[src/core/rtcc_pkg.sv]
// Purpose: shared constants and types of the clock control, status and interrupt block
// Assumes: 100 MHz core clock; register offsets are six-bit byte addresses
// Notes:   times are kept in microseconds and turned into cycles here
package rtcc_pkg;

  // ****************************************
  // timing
  // ****************************************
  localparam int unsigned CLK_MHZ      = 100;
  localparam int unsigned T_BUC_US     = 244;
  localparam int unsigned T_UC_FAST_US = 248;
  localparam int unsigned T_UC_SLOW_US = 1984;
  localparam int unsigned BUC_CYC      = T_BUC_US * CLK_MHZ;
  localparam int unsigned UC_FAST_CYC  = T_UC_FAST_US * CLK_MHZ;
  localparam int unsigned UC_SLOW_CYC  = T_UC_SLOW_US * CLK_MHZ;

  // ****************************************
  // register map
  // ****************************************
  localparam logic [5:0] ADDR_RATE_CTRL = 6'h0A;
  localparam logic [5:0] ADDR_UPD_CTRL  = 6'h0B;
  localparam logic [5:0] ADDR_IRQ_FLAGS = 6'h0C;
  localparam logic [5:0] ADDR_PWR_VALID = 6'h0D;
  localparam logic [7:0] REG_ZERO       = 8'h00;

  localparam int unsigned A_UIP_BIT  = 7;
  localparam int unsigned A_BASE_LSB = 4;
  localparam int unsigned A_RATE_LSB = 0;
  localparam int unsigned B_SET_BIT  = 7;
  localparam int unsigned B_PIE_BIT  = 6;
  localparam int unsigned B_AIE_BIT  = 5;
  localparam int unsigned B_UIE_BIT  = 4;
  localparam int unsigned B_SQUARE_WAVE_ENABLE_BIT = 3;
  localparam int unsigned B_DM_BIT   = 2;
  localparam int unsigned B_H24_BIT  = 1;
  localparam int unsigned B_DSE_BIT  = 0;
  localparam int unsigned C_IRQF_BIT = 7;
  localparam int unsigned C_PF_BIT   = 6;
  localparam int unsigned C_AF_BIT   = 5;
  localparam int unsigned C_UF_BIT   = 4;
  localparam int unsigned D_VRT_BIT  = 7;

  // ****************************************
  // time base and divider
  // ****************************************
  localparam logic [2:0] BASE_FAST4 = 3'h0;
  localparam logic [2:0] BASE_FAST1 = 3'h1;
  localparam logic [2:0] BASE_SLOW  = 3'h2;
  localparam logic [3:0] RATE_OFF   = 4'h0;
  localparam int unsigned SEC_IDX_FAST4 = 22;
  localparam int unsigned SEC_IDX_FAST1 = 20;
  localparam int unsigned SEC_IDX_SLOW  = 15;
  localparam int unsigned TAP_OFS_FAST4 = 7;
  localparam int unsigned TAP_OFS_FAST1 = 5;
  localparam int unsigned TAP_OFS_SLOW  = 0;

  typedef enum logic [1:0] {UPD_IDLE, UPD_PRE, UPD_RUN} rtcc_upd_e;

endpackage

[src/core/rtcc_divider.sv]
// Purpose: time-base divider chain giving the second tick, the periodic tick and the tap level
// Assumes: osc_tick_in pulses once per time-base cycle, synchronous to ref_clk_in
// Notes:   an unknown time-base code holds the chain in reset
`timescale 1ns/1ns
module rtcc_divider
  import rtcc_pkg::*;
#(
  parameter int unsigned DIV_W = 22
) (
  input  wire logic       ref_clk_in,
  input  wire logic       nrst_in,
  input  wire logic       osc_tick_in,
  input  wire logic [2:0] base_sel_in,
  input  wire logic [3:0] rate_select_in,
  output logic            sec_tick_out,
  output logic            per_tick_out,
  output logic            tap_level_out
);

  logic [DIV_W-1:0] cnt_ff, nxt_cnt;
  logic             sec_ff, nxt_sec, per_ff, nxt_per, tap_ff, nxt_tap;
  logic [DIV_W:0]   sec_mask, tap_mask;
  int unsigned      sec_idx, tap_idx;
  logic             base_ok;

  always_comb begin
    base_ok = 1'b1;
    sec_idx = SEC_IDX_SLOW;
    tap_idx = TAP_OFS_SLOW;
    unique case (base_sel_in)
      BASE_FAST4: begin sec_idx = SEC_IDX_FAST4; tap_idx = TAP_OFS_FAST4; end
      BASE_FAST1: begin sec_idx = SEC_IDX_FAST1; tap_idx = TAP_OFS_FAST1; end
      BASE_SLOW:  begin sec_idx = SEC_IDX_SLOW;  tap_idx = TAP_OFS_SLOW;  end
      default:    base_ok = 1'b0;
    endcase
    // rate code n picks divider bit n-1 above the base offset
    tap_idx  = tap_idx + 32'(rate_select_in) - 1;
    if (tap_idx >= DIV_W) begin
      tap_idx = DIV_W - 1;
    end
    sec_mask = ((DIV_W+1)'(1) << sec_idx) - (DIV_W+1)'(1);
    tap_mask = ((DIV_W+1)'(1) << tap_idx) - (DIV_W+1)'(1);
    nxt_cnt  = base_ok ? (osc_tick_in ? cnt_ff + DIV_W'(1) : cnt_ff) : '0;
    nxt_sec  = base_ok & osc_tick_in & (({1'b0, cnt_ff} & sec_mask) == sec_mask);
    // periodic event on the falling edge of the selected tap
    nxt_per  = base_ok & osc_tick_in & (rate_select_in != RATE_OFF) & cnt_ff[tap_idx]
             & (({1'b0, cnt_ff} & tap_mask) == tap_mask);
    nxt_tap  = base_ok & (rate_select_in != RATE_OFF) & cnt_ff[tap_idx];
  end

  always_ff @(posedge ref_clk_in or negedge nrst_in) begin
    if (!nrst_in) begin
      cnt_ff <= '0;
      sec_ff <= 1'b0;
      per_ff <= 1'b0;
      tap_ff <= 1'b0;
    end else begin
      cnt_ff <= nxt_cnt;
      sec_ff <= nxt_sec;
      per_ff <= nxt_per;
      tap_ff <= nxt_tap;
    end
  end

  assign sec_tick_out  = sec_ff;
  assign per_tick_out  = per_ff;
  assign tap_level_out = tap_ff;

endmodule

[src/core/rtcc_top.sv]
// Purpose: update timing, control register, interrupt flags and validity status of a time-of-day clock
// Assumes: register port is synchronous; chip_clear_n_in and power_sense_input_in are synchronous levels
// Notes:   the time counters sit outside and follow advance_time_out and the format outputs
//
// Contract
// RL1: update run lasts 248 or 1984 us, busy flag set throughout
// RL2: flag low means 244 us before update
// RL3: hold bit aborts and stops updates
// RL4: chip clear drops the three enables, wave enable and the three flags only
// RL5: periodic enable gates periodic flag to request
// RL6: update-done enable gates its flag to request
// RL7: wave pin follows tap, else low
// RL8: format bit selects binary or decimal
// RL9: hour bit selects 24 or 12 hours
// RL10: summer-time enable drives special hour jumps
// RL11: summary flag ORs enabled flags, drives pin
// RL12: reading flags clears them; writes ignored
// RL13: periodic flag sets on tap edge always
// RL14: alarm match sets alarm flag
// RL15: update end sets update-done flag
// RL16: low four flag bits read zero
// RL17: valid bit zero while power sense low
// RL18: reading validity register sets valid bit
// RL19: low seven validity bits read zero
// RL20: request pin released when nothing pending
// RL21: busy flag read-only, shows pending update
`timescale 1ns/1ns
module rtcc_top
  import rtcc_pkg::*;
#(
  parameter int unsigned DIV_W       = 22,
  parameter int unsigned BUC_CYCLES  = BUC_CYC,
  parameter int unsigned UC_FAST_CYCLES = UC_FAST_CYC,
  parameter int unsigned UC_SLOW_CYCLES = UC_SLOW_CYC
) (
  input  wire logic       ref_clk_in,
  input  wire logic       nrst_in,
  input  wire logic       chip_clear_n_in,
  input  wire logic       osc_tick_in,
  input  wire logic       power_sense_input_in,
  input  wire logic       alarm_match_in,
  input  wire logic       bus_sel_in,
  input  wire logic       bus_rd_in,
  input  wire logic       bus_wr_in,
  input  wire logic [5:0] bus_addr_in,
  input  wire logic [7:0] bus_wdata_in,
  output logic      [7:0] bus_rdata_out,
  output logic            irq_n_out,
  output logic            irq_oe_out,
  output logic            wave_out_pin_out,
  output logic            advance_time_out,
  output logic            data_format_select_out,
  output logic            hour_format_24_out,
  output logic            summer_time_enable_out
);

  localparam int unsigned CW = $clog2(UC_SLOW_CYCLES + 1);

  // ****************************************
  // divider
  // ****************************************
  logic sec_tick, per_tick, tap_level;
  logic [3:0] rate_ff, nxt_rate;
  logic [2:0] base_ff, nxt_base;

  rtcc_divider #(.DIV_W(DIV_W)) u_div (
    .ref_clk_in     (ref_clk_in),
    .nrst_in        (nrst_in),
    .osc_tick_in    (osc_tick_in),
    .base_sel_in    (base_ff),
    .rate_select_in (rate_ff),
    .sec_tick_out   (sec_tick),
    .per_tick_out   (per_tick),
    .tap_level_out  (tap_level)
  );

  // ****************************************
  // register port decode
  // ****************************************
  logic       set_ff, pie_ff, aie_ff, uie_ff, square_wave_enable_ff, dm_ff, h24_ff, dse_ff;
  logic       nxt_set, nxt_pie, nxt_aie, nxt_uie, nxt_square_wave_enable, nxt_dm, nxt_h24, nxt_dse;
  logic       pf_ff, af_ff, uf_ff, vrt_ff, nxt_pf, nxt_af, nxt_uf, nxt_vrt;
  logic [7:0] rdata_ff, nxt_rdata, rd_val;
  logic       irq_oe_ff, nxt_irq_oe, wave_ff, nxt_wave, irqf;
  logic       wr_a, wr_b, rd_c, rd_d, rd_hit;
  rtcc_upd_e  state_ff, nxt_state;
  logic [CW-1:0] cnt_ff, nxt_cnt;
  logic       uip_ff, nxt_uip, adv_ff, nxt_adv;

  always_comb begin
    rd_hit = bus_sel_in & bus_rd_in;
    wr_a   = bus_sel_in & bus_wr_in & (bus_addr_in == ADDR_RATE_CTRL);
    wr_b   = bus_sel_in & bus_wr_in & (bus_addr_in == ADDR_UPD_CTRL);
    rd_c   = rd_hit & (bus_addr_in == ADDR_IRQ_FLAGS);
    rd_d   = rd_hit & (bus_addr_in == ADDR_PWR_VALID);
  end

  // ****************************************
  // control registers
  // ****************************************
  always_comb begin
    nxt_rate = wr_a ? bus_wdata_in[A_RATE_LSB +: 4] : rate_ff;
    nxt_base = wr_a ? bus_wdata_in[A_BASE_LSB +: 3] : base_ff;
    nxt_set  = wr_b ? bus_wdata_in[B_SET_BIT]  : set_ff;
    nxt_dm   = wr_b ? bus_wdata_in[B_DM_BIT]   : dm_ff;
    nxt_h24  = wr_b ? bus_wdata_in[B_H24_BIT]  : h24_ff;
    nxt_dse  = wr_b ? bus_wdata_in[B_DSE_BIT]  : dse_ff;
    nxt_pie  = wr_b ? bus_wdata_in[B_PIE_BIT]  : pie_ff;
    nxt_aie  = wr_b ? bus_wdata_in[B_AIE_BIT]  : aie_ff;
    nxt_uie  = wr_b ? bus_wdata_in[B_UIE_BIT]  : uie_ff;
    nxt_square_wave_enable = wr_b ? bus_wdata_in[B_SQUARE_WAVE_ENABLE_BIT] : square_wave_enable_ff;
    if (!chip_clear_n_in) begin // [RL4]
      nxt_pie  = 1'b0;
      nxt_aie  = 1'b0;
      nxt_uie  = 1'b0;
      nxt_square_wave_enable = 1'b0;
    end
  end

  always_ff @(posedge ref_clk_in or negedge nrst_in) begin
    if (!nrst_in) begin
      rate_ff <= '0;
      base_ff <= BASE_FAST4;
      set_ff  <= 1'b0;
      dm_ff   <= 1'b0;
      h24_ff  <= 1'b0;
      dse_ff  <= 1'b0;
      pie_ff  <= 1'b0;
      aie_ff  <= 1'b0;
      uie_ff  <= 1'b0;
      square_wave_enable_ff <= 1'b0;
    end else begin
      rate_ff <= nxt_rate;
      base_ff <= nxt_base;
      set_ff  <= nxt_set;
      dm_ff   <= nxt_dm;
      h24_ff  <= nxt_h24;
      dse_ff  <= nxt_dse;
      pie_ff  <= nxt_pie;
      aie_ff  <= nxt_aie;
      uie_ff  <= nxt_uie;
      square_wave_enable_ff <= nxt_square_wave_enable;
    end
  end

  // ****************************************
  // update cycle sequencer
  // ****************************************
  // the busy flag rises a full lead time before the update starts, so a
  // reader that sees it low always has that lead time to finish
  always_comb begin
    nxt_state = state_ff;
    nxt_cnt   = cnt_ff;
    nxt_adv   = 1'b0;
    unique case (state_ff)
      UPD_IDLE: begin
        if (sec_tick && !set_ff) begin // [RL3]
          nxt_state = UPD_PRE;
          nxt_cnt   = CW'(BUC_CYCLES - 1); // [RL2]
        end
      end
      UPD_PRE: begin
        if (cnt_ff == '0) begin
          nxt_state = UPD_RUN;
          nxt_cnt   = (base_ff == BASE_SLOW) ? CW'(UC_SLOW_CYCLES - 1) : CW'(UC_FAST_CYCLES - 1); // [RL1]
        end else begin
          nxt_cnt = cnt_ff - CW'(1);
        end
      end
      UPD_RUN: begin
        if (cnt_ff == '0) begin
          nxt_state = UPD_IDLE;
          nxt_adv   = 1'b1;
        end else begin
          nxt_cnt = cnt_ff - CW'(1);
        end
      end
    endcase
    if (set_ff) begin // [RL3]
      nxt_state = UPD_IDLE;
      nxt_adv   = 1'b0;
    end
    nxt_uip = (nxt_state != UPD_IDLE); // [RL21]
  end

  always_ff @(posedge ref_clk_in or negedge nrst_in) begin
    if (!nrst_in) begin
      state_ff <= UPD_IDLE;
      cnt_ff   <= '0;
      adv_ff   <= 1'b0;
      uip_ff   <= 1'b0;
    end else begin
      state_ff <= nxt_state;
      cnt_ff   <= nxt_cnt;
      adv_ff   <= nxt_adv;
      uip_ff   <= nxt_uip;
    end
  end

  // ****************************************
  // flags, validity, pins
  // ****************************************
  // a new event in the read cycle survives the clear; chip clear beats both
  always_comb begin
    irqf       = (pf_ff & pie_ff) | (af_ff & aie_ff) | (uf_ff & uie_ff); // [RL11]
    nxt_pf     = per_tick | (pf_ff & ~rd_c); // [RL13] [RL12]
    nxt_af     = alarm_match_in | (af_ff & ~rd_c); // [RL14]
    nxt_uf     = adv_ff | (uf_ff & ~rd_c); // [RL15]
    if (!chip_clear_n_in) begin
      nxt_pf = 1'b0;
      nxt_af = 1'b0;
      nxt_uf = 1'b0;
    end
    nxt_vrt    = power_sense_input_in & (vrt_ff | rd_d); // [RL17] [RL18]
    nxt_irq_oe = irqf & chip_clear_n_in; // [RL5] [RL6] [RL20]
    nxt_wave   = square_wave_enable_ff & tap_level; // [RL7]
    rd_val     = REG_ZERO;
    unique case (bus_addr_in)
      ADDR_RATE_CTRL: begin
        rd_val[A_UIP_BIT]         = uip_ff;
        rd_val[A_BASE_LSB +: 3]   = base_ff;
        rd_val[A_RATE_LSB +: 4]   = rate_ff;
      end
      ADDR_UPD_CTRL: begin
        rd_val[B_SET_BIT]  = set_ff;
        rd_val[B_PIE_BIT]  = pie_ff;
        rd_val[B_AIE_BIT]  = aie_ff;
        rd_val[B_UIE_BIT]  = uie_ff;
        rd_val[B_SQUARE_WAVE_ENABLE_BIT] = square_wave_enable_ff;
        rd_val[B_DM_BIT]   = dm_ff;
        rd_val[B_H24_BIT]  = h24_ff;
        rd_val[B_DSE_BIT]  = dse_ff;
      end
      ADDR_IRQ_FLAGS: begin // [RL16]
        rd_val[C_IRQF_BIT] = irqf;
        rd_val[C_PF_BIT]   = pf_ff;
        rd_val[C_AF_BIT]   = af_ff;
        rd_val[C_UF_BIT]   = uf_ff;
      end
      ADDR_PWR_VALID: begin // [RL19]
        rd_val[D_VRT_BIT] = vrt_ff;
      end
      default: rd_val = REG_ZERO;
    endcase
    nxt_rdata = rd_hit ? rd_val : rdata_ff;
  end

  always_ff @(posedge ref_clk_in or negedge nrst_in) begin
    if (!nrst_in) begin
      pf_ff     <= 1'b0;
      af_ff     <= 1'b0;
      uf_ff     <= 1'b0;
      vrt_ff    <= 1'b0;
      irq_oe_ff <= 1'b0;
      wave_ff   <= 1'b0;
      rdata_ff  <= REG_ZERO;
    end else begin
      pf_ff     <= nxt_pf;
      af_ff     <= nxt_af;
      uf_ff     <= nxt_uf;
      vrt_ff    <= nxt_vrt;
      irq_oe_ff <= nxt_irq_oe;
      wave_ff   <= nxt_wave;
      rdata_ff  <= nxt_rdata;
    end
  end

  // the request pin only ever pulls low; the value flop is a constant zero
  logic irq_n_ff;
  always_ff @(posedge ref_clk_in or negedge nrst_in) begin
    if (!nrst_in) begin
      irq_n_ff <= 1'b0;
    end else begin
      irq_n_ff <= 1'b0;
    end
  end

  assign bus_rdata_out          = rdata_ff;
  assign irq_n_out              = irq_n_ff;
  assign irq_oe_out             = irq_oe_ff; // [RL11]
  assign wave_out_pin_out       = wave_ff;
  assign advance_time_out       = adv_ff;
  assign data_format_select_out = dm_ff; // [RL8]
  assign hour_format_24_out     = h24_ff; // [RL9]
  assign summer_time_enable_out = dse_ff; // [RL10]
endmodule

[config.mk]
export PLATFORM = sky130hd
export DESIGN_NAME = rtcc_top
export DESIGN_NICKNAME = d
export VERILOG_FILES = /design/src/core/rtcc_pkg.sv /design/src/core/rtcc_divider.sv /design/src/core/rtcc_top.sv
export SDC_FILE = /design/constraint.sdc
export NUM_CORES = 1
export LEC_CHECK = 0
export ABC_AREA = 1
export CAP_MARGIN = 20
export CORE_ASPECT_RATIO = 1.25
export CORE_MARGIN = 2
export CORE_UTILIZATION = 47
export CTS_CLUSTER_SIZE = 12
export DETAILED_ROUTE_END_ITERATION = 7
export DONT_BUFFER_PORTS = 1
export PLACE_DENSITY_LB_ADDON = 0.2
export SYNTH_ARGS = -nofsm -noshare
export SYNTH_HDL_FRONTEND = slang
export SYNTH_HIERARCHICAL = 1
export SYNTH_SLANG_ARGS = --single-unit
[constraint.sdc]
create_clock -name ref_clk_in -period 4.58 [get_ports ref_clk_in]
set_clock_uncertainty 0.15 [all_clocks]
set_input_delay 0.458 -clock ref_clk_in [delete_from_list [all_inputs] [get_ports ref_clk_in]]
set_output_delay 0.458 -clock ref_clk_in [all_outputs]
set_load 0.05 [all_outputs]
==> impl_metrics.json <==
{
  "r2r_setup_slack_ns": 0.56,
  "htreeDepth": 3,
  "synth_area_leader_cell": "dfrtp_1",
  "arrival_ns": 4.14,
  "synth_seq_cells": 76,
  "crit_path_start": "base_ff[1]",
  "crit_path_max_fanout": 5,
  "final_nets": 854,
  "total_power_w": 0.002770,
  "die_h_um": 126.5,
  "syn2layout_area_growth_pct": 8.343,
  "root_buffer": "clkbuf_16",
  "required_ns": 4.71,
  "ant_nets": 0,
  "power_density_nw_per_um2": 453.3,
  "gp_congestion": 0.9313,
  "netlist_area_um2": 5639,
  "first_pass_iters": 5,
  "dp.final_hpwl_um": 11700,
  "rsz0062_at_grt": "false",
  "seq_area_frac_synth_pct": 33.73,
  "gr-usage-all-layers_pct": 24.08,
  "relSlewSlack_pct": 51.19,
  "row_count": 44,
  "cts_tree": "done",
  "p_leak_nw": 3.212,
  "cp_slowest_cell": "dfrtp_1",
  "setup_viol": 0,
  "netlist_top_cells_count": "225 x nand2_1, 116 x inv_1, 76 x dfrtp_1, 73 x nor2_1, 62 x nand3_1",
  "numCtsBuffers": 9,
  "share_seq_of_total_power_pct": 28.7,
  "die_w_um": 102.0,
  "grt_pass1_wl_um": 24380,
  "synth-main-ff-cell": "dfrtp_1",
  "clkPwrFrac_pct": 25.9,
  "switching_share_pct": 45.57,
  "finalCritPeriodShare_pct": 87.69,
  "fin_setup_tns_ns": 0,
  "critPathBufInv": 3,
  "fin_crit_ns": 4.016,
  "async_flop_share_pct": 100.0,
  "cts_resized": 0,
  "maxCapViolations": 0,
  "fillers": 1189,
  "drive_gt1_share_pct": 11.95,
  "antenna_found_initial": 0,
  "dr_total_vias": 5242,
  "outcome": "finished clean",
  "antenna_cells": 0,
  "startpoint_type": "flop",
  "share_comb_of_total_power_pct": 45.5,
  "timing.rr.start": "base_ff[1]",
  "hold_path.class": "primary input to flop",
  "drt-total-wl_um": 14970,
  "netlist.area_leader.share_pct": 33.73,
  "place_area_um2": 5773,
  "reg2regPathDepth": 26,
  "yosysWarningCount": 6,
  "synth.avg_cell_area_um2": 6.928,
  "syn_nets": 853,
  "port_buffers": 0,
  "max_freq_mhz": 249.0,
  "synth_edf_count": 0,
  "switching_power_w": 0.001262,
  "crit_path_end_kind": "flop",
  "multi_input_area_um2": 3178,
  "path_depth": 26,
  "drt-initial-drc-count": 224,
  "yosys-top-cells-area": "dfrtp_1 34%, nand2_1 15%, inv_1 7.7%, nand3_1 5.5%, nor2_1 4.9%",
  "grt_pass1_vias": 5072,
  "drc": 0,
  "wl_per_cell_um": 15.26,
  "endpoint": "u_div/per_tick_out",
  "synthCells": 814,
  "reg2reg_to": "u_div/per_tick_out",
  "cpPeakStageDelay_ns": 0.42,
  "crit_top_cell": "nand2_1",
  "worstMarginPinSlew_ns": 0.7294,
  "ir_drop_v": 0.0003724,
  "clk_path_buf_depth": 2,
  "slew_violations": 0,
  "worstSetupPathType": "flop to flop",
  "clk_latency_ns": 0.35,
  "grt_max_degree": 77,
  "yosysMostFrequentCell": "nand2_1",
  "register_area_um2": 1902,
  "core_region_area_um2": 11670,
  "die_area_um2": 12900,
  "avgViaCountPerCell": 5.344,
  "synth_cell_type_count": 53,
  "clock_sink_count": 76,
  "pin_count": 38,
  "critical_path.top_delay_family": "simple AND/OR/NAND/NOR gates",
  "fin_area_um2": 6110,
  "clk_pin_slew_ns": 0.08,
  "initial_utilization_pct": 48.32,
  "hold_viol_final": 0,
  "intPower_w": 0.001507,
  "gr-total-overflow": 0
}
==> cell families (layout without fill, tap and decap cells) <==
| logic type | Yosys count | count (layout) | synth area share [%] |
|---|---|---|---|
| buffers and inverters | 140 | 146 | 9.918 |
| DFF | 76 | 76 | 33.73 |
| adders and majority gates | 16 | 16 | 3.683 |
| AOI/OAI and AO/OA | 119 | 119 | 12.38 |
| xor gates and xnor gates | 5 | 5 | 0.7765 |
| and+or+nand+nor | 456 | 456 | 39.25 |
| other | 1 | 1 | 0.06650 |
| muxes | 1 | 1 | 0.1997 |
==> cell type report <==
type / instances / area share (%)
clock buffers: 9 / 3.686
multi-input cells: 598 / 52.02
inverters: 125 / 7.680
repair buffers: 5 / 0.9830
well taps: 161 / 3.297
clock inverters: 7 / 1.208
flip-flops and latches: 76 / 31.13
==> sequential cells by signal (all words and copies together), names as in the netlist, 2 cells and up <==
register / cells
cnt_ff: 18
rate_ff: 4
u_div/cnt_ff: 22
bus_rdata_out: 8
state_ff: 2
base_ff: 3
==> how the worst min path moves through the flow <==
stage | to | slack, ns | from | depth (start not counted)
2_1_floorplan | advance_time_out | 0.01 | nrst_in | 0
3_3_place_gp | vrt_ff | 0.01 | nrst_in | 0
3_5_place_dp | bus_rdata_out[7] | 0.01 | nrst_in | 0
4_1_cts | irq_oe_out | 0.05 | chip_clear_n_in | 2
5_1_grt | vrt_ff | 0.05 | power_sense_input_in | 1
6_report | irq_oe_out | 0.06 | chip_clear_n_in | 2
==> stage by stage <==
| stage | util [%] | worst slack, ns | hold slack [ns] | cells |
|---|---|---|---|---|
| 2_1_floorplan | - | 1.042 | 0.01241 | 814 |
| 3_3_place_gp | 49.46 | 0.6883 | 0.01382 | 963 |
| 3_5_place_dp | 49.46 | 0.5717 | 0.01391 | 963 |
| 4_1_cts | 52.35 | 0.5387 | 0.05426 | 981 |
| 5_1_grt | 52.35 | 0.1696 | 0.05059 | 981 |
| 6_report | 52.35 | 0.5639 | 0.05577 | 981 |
==> placed cells by master, fill, tap and decap left out, types with 2 or more instances in the layout <==
master	count
a211oi_1	2
a21oi_1	42
a21oi_2	3
a31oi_1	2
a41oi_1	2
buf_4	3
clkbuf_16	9
clkinv_1	2
dfrtp_1	76
ha_1	15
inv_1	116
inv_2	7
inv_6	4
inv_8	2
nand2_1	225
nand2_2	17
nand2_4	3
nand3_1	62
nand3_2	10
nand4_1	18
nand4_2	3
nor2_1	73
nor2_2	8
nor2_4	9
nor2_8	3
nor3_1	12
nor3_2	2
nor4_1	3
o211ai_1	3
o21a_1	3
o21ai_0	41
o21ai_1	5
o21ai_2	7
o21bai_1	2
o31ai_1	2
xor2_1	4
==> what timing repair did <==
item                      in CTS  in global routing
hold buffers                   2                  0
hold endpoints to repair      76                  0
setup buffers                  0                  0
==> routing by layer <==
| layer | GRT usage (%) | wire length, µm |
|---|---|---|
| met5 | 0 | 0 |
| met4 | 9.569 | 580 |
| met3 | 4.573 | 505 |
| met2 | 44.08 | 7860 |
| met1 | 26.92 | 6026 |
==> power groups by stage <==
stage               Sequential (W)  Combinational [W]  Clock, W
finish                    0.000794            0.00126  0.000717
global route              0.000800            0.00139  0.000770
CTS                       0.000793            0.00125  0.000729
detailed placement        0.000806            0.00123         0
global placement          0.000804            0.00122         0
floorplan                 0.000788           0.000977         0
Note: power is estimated with default switching activity, not from simulation.
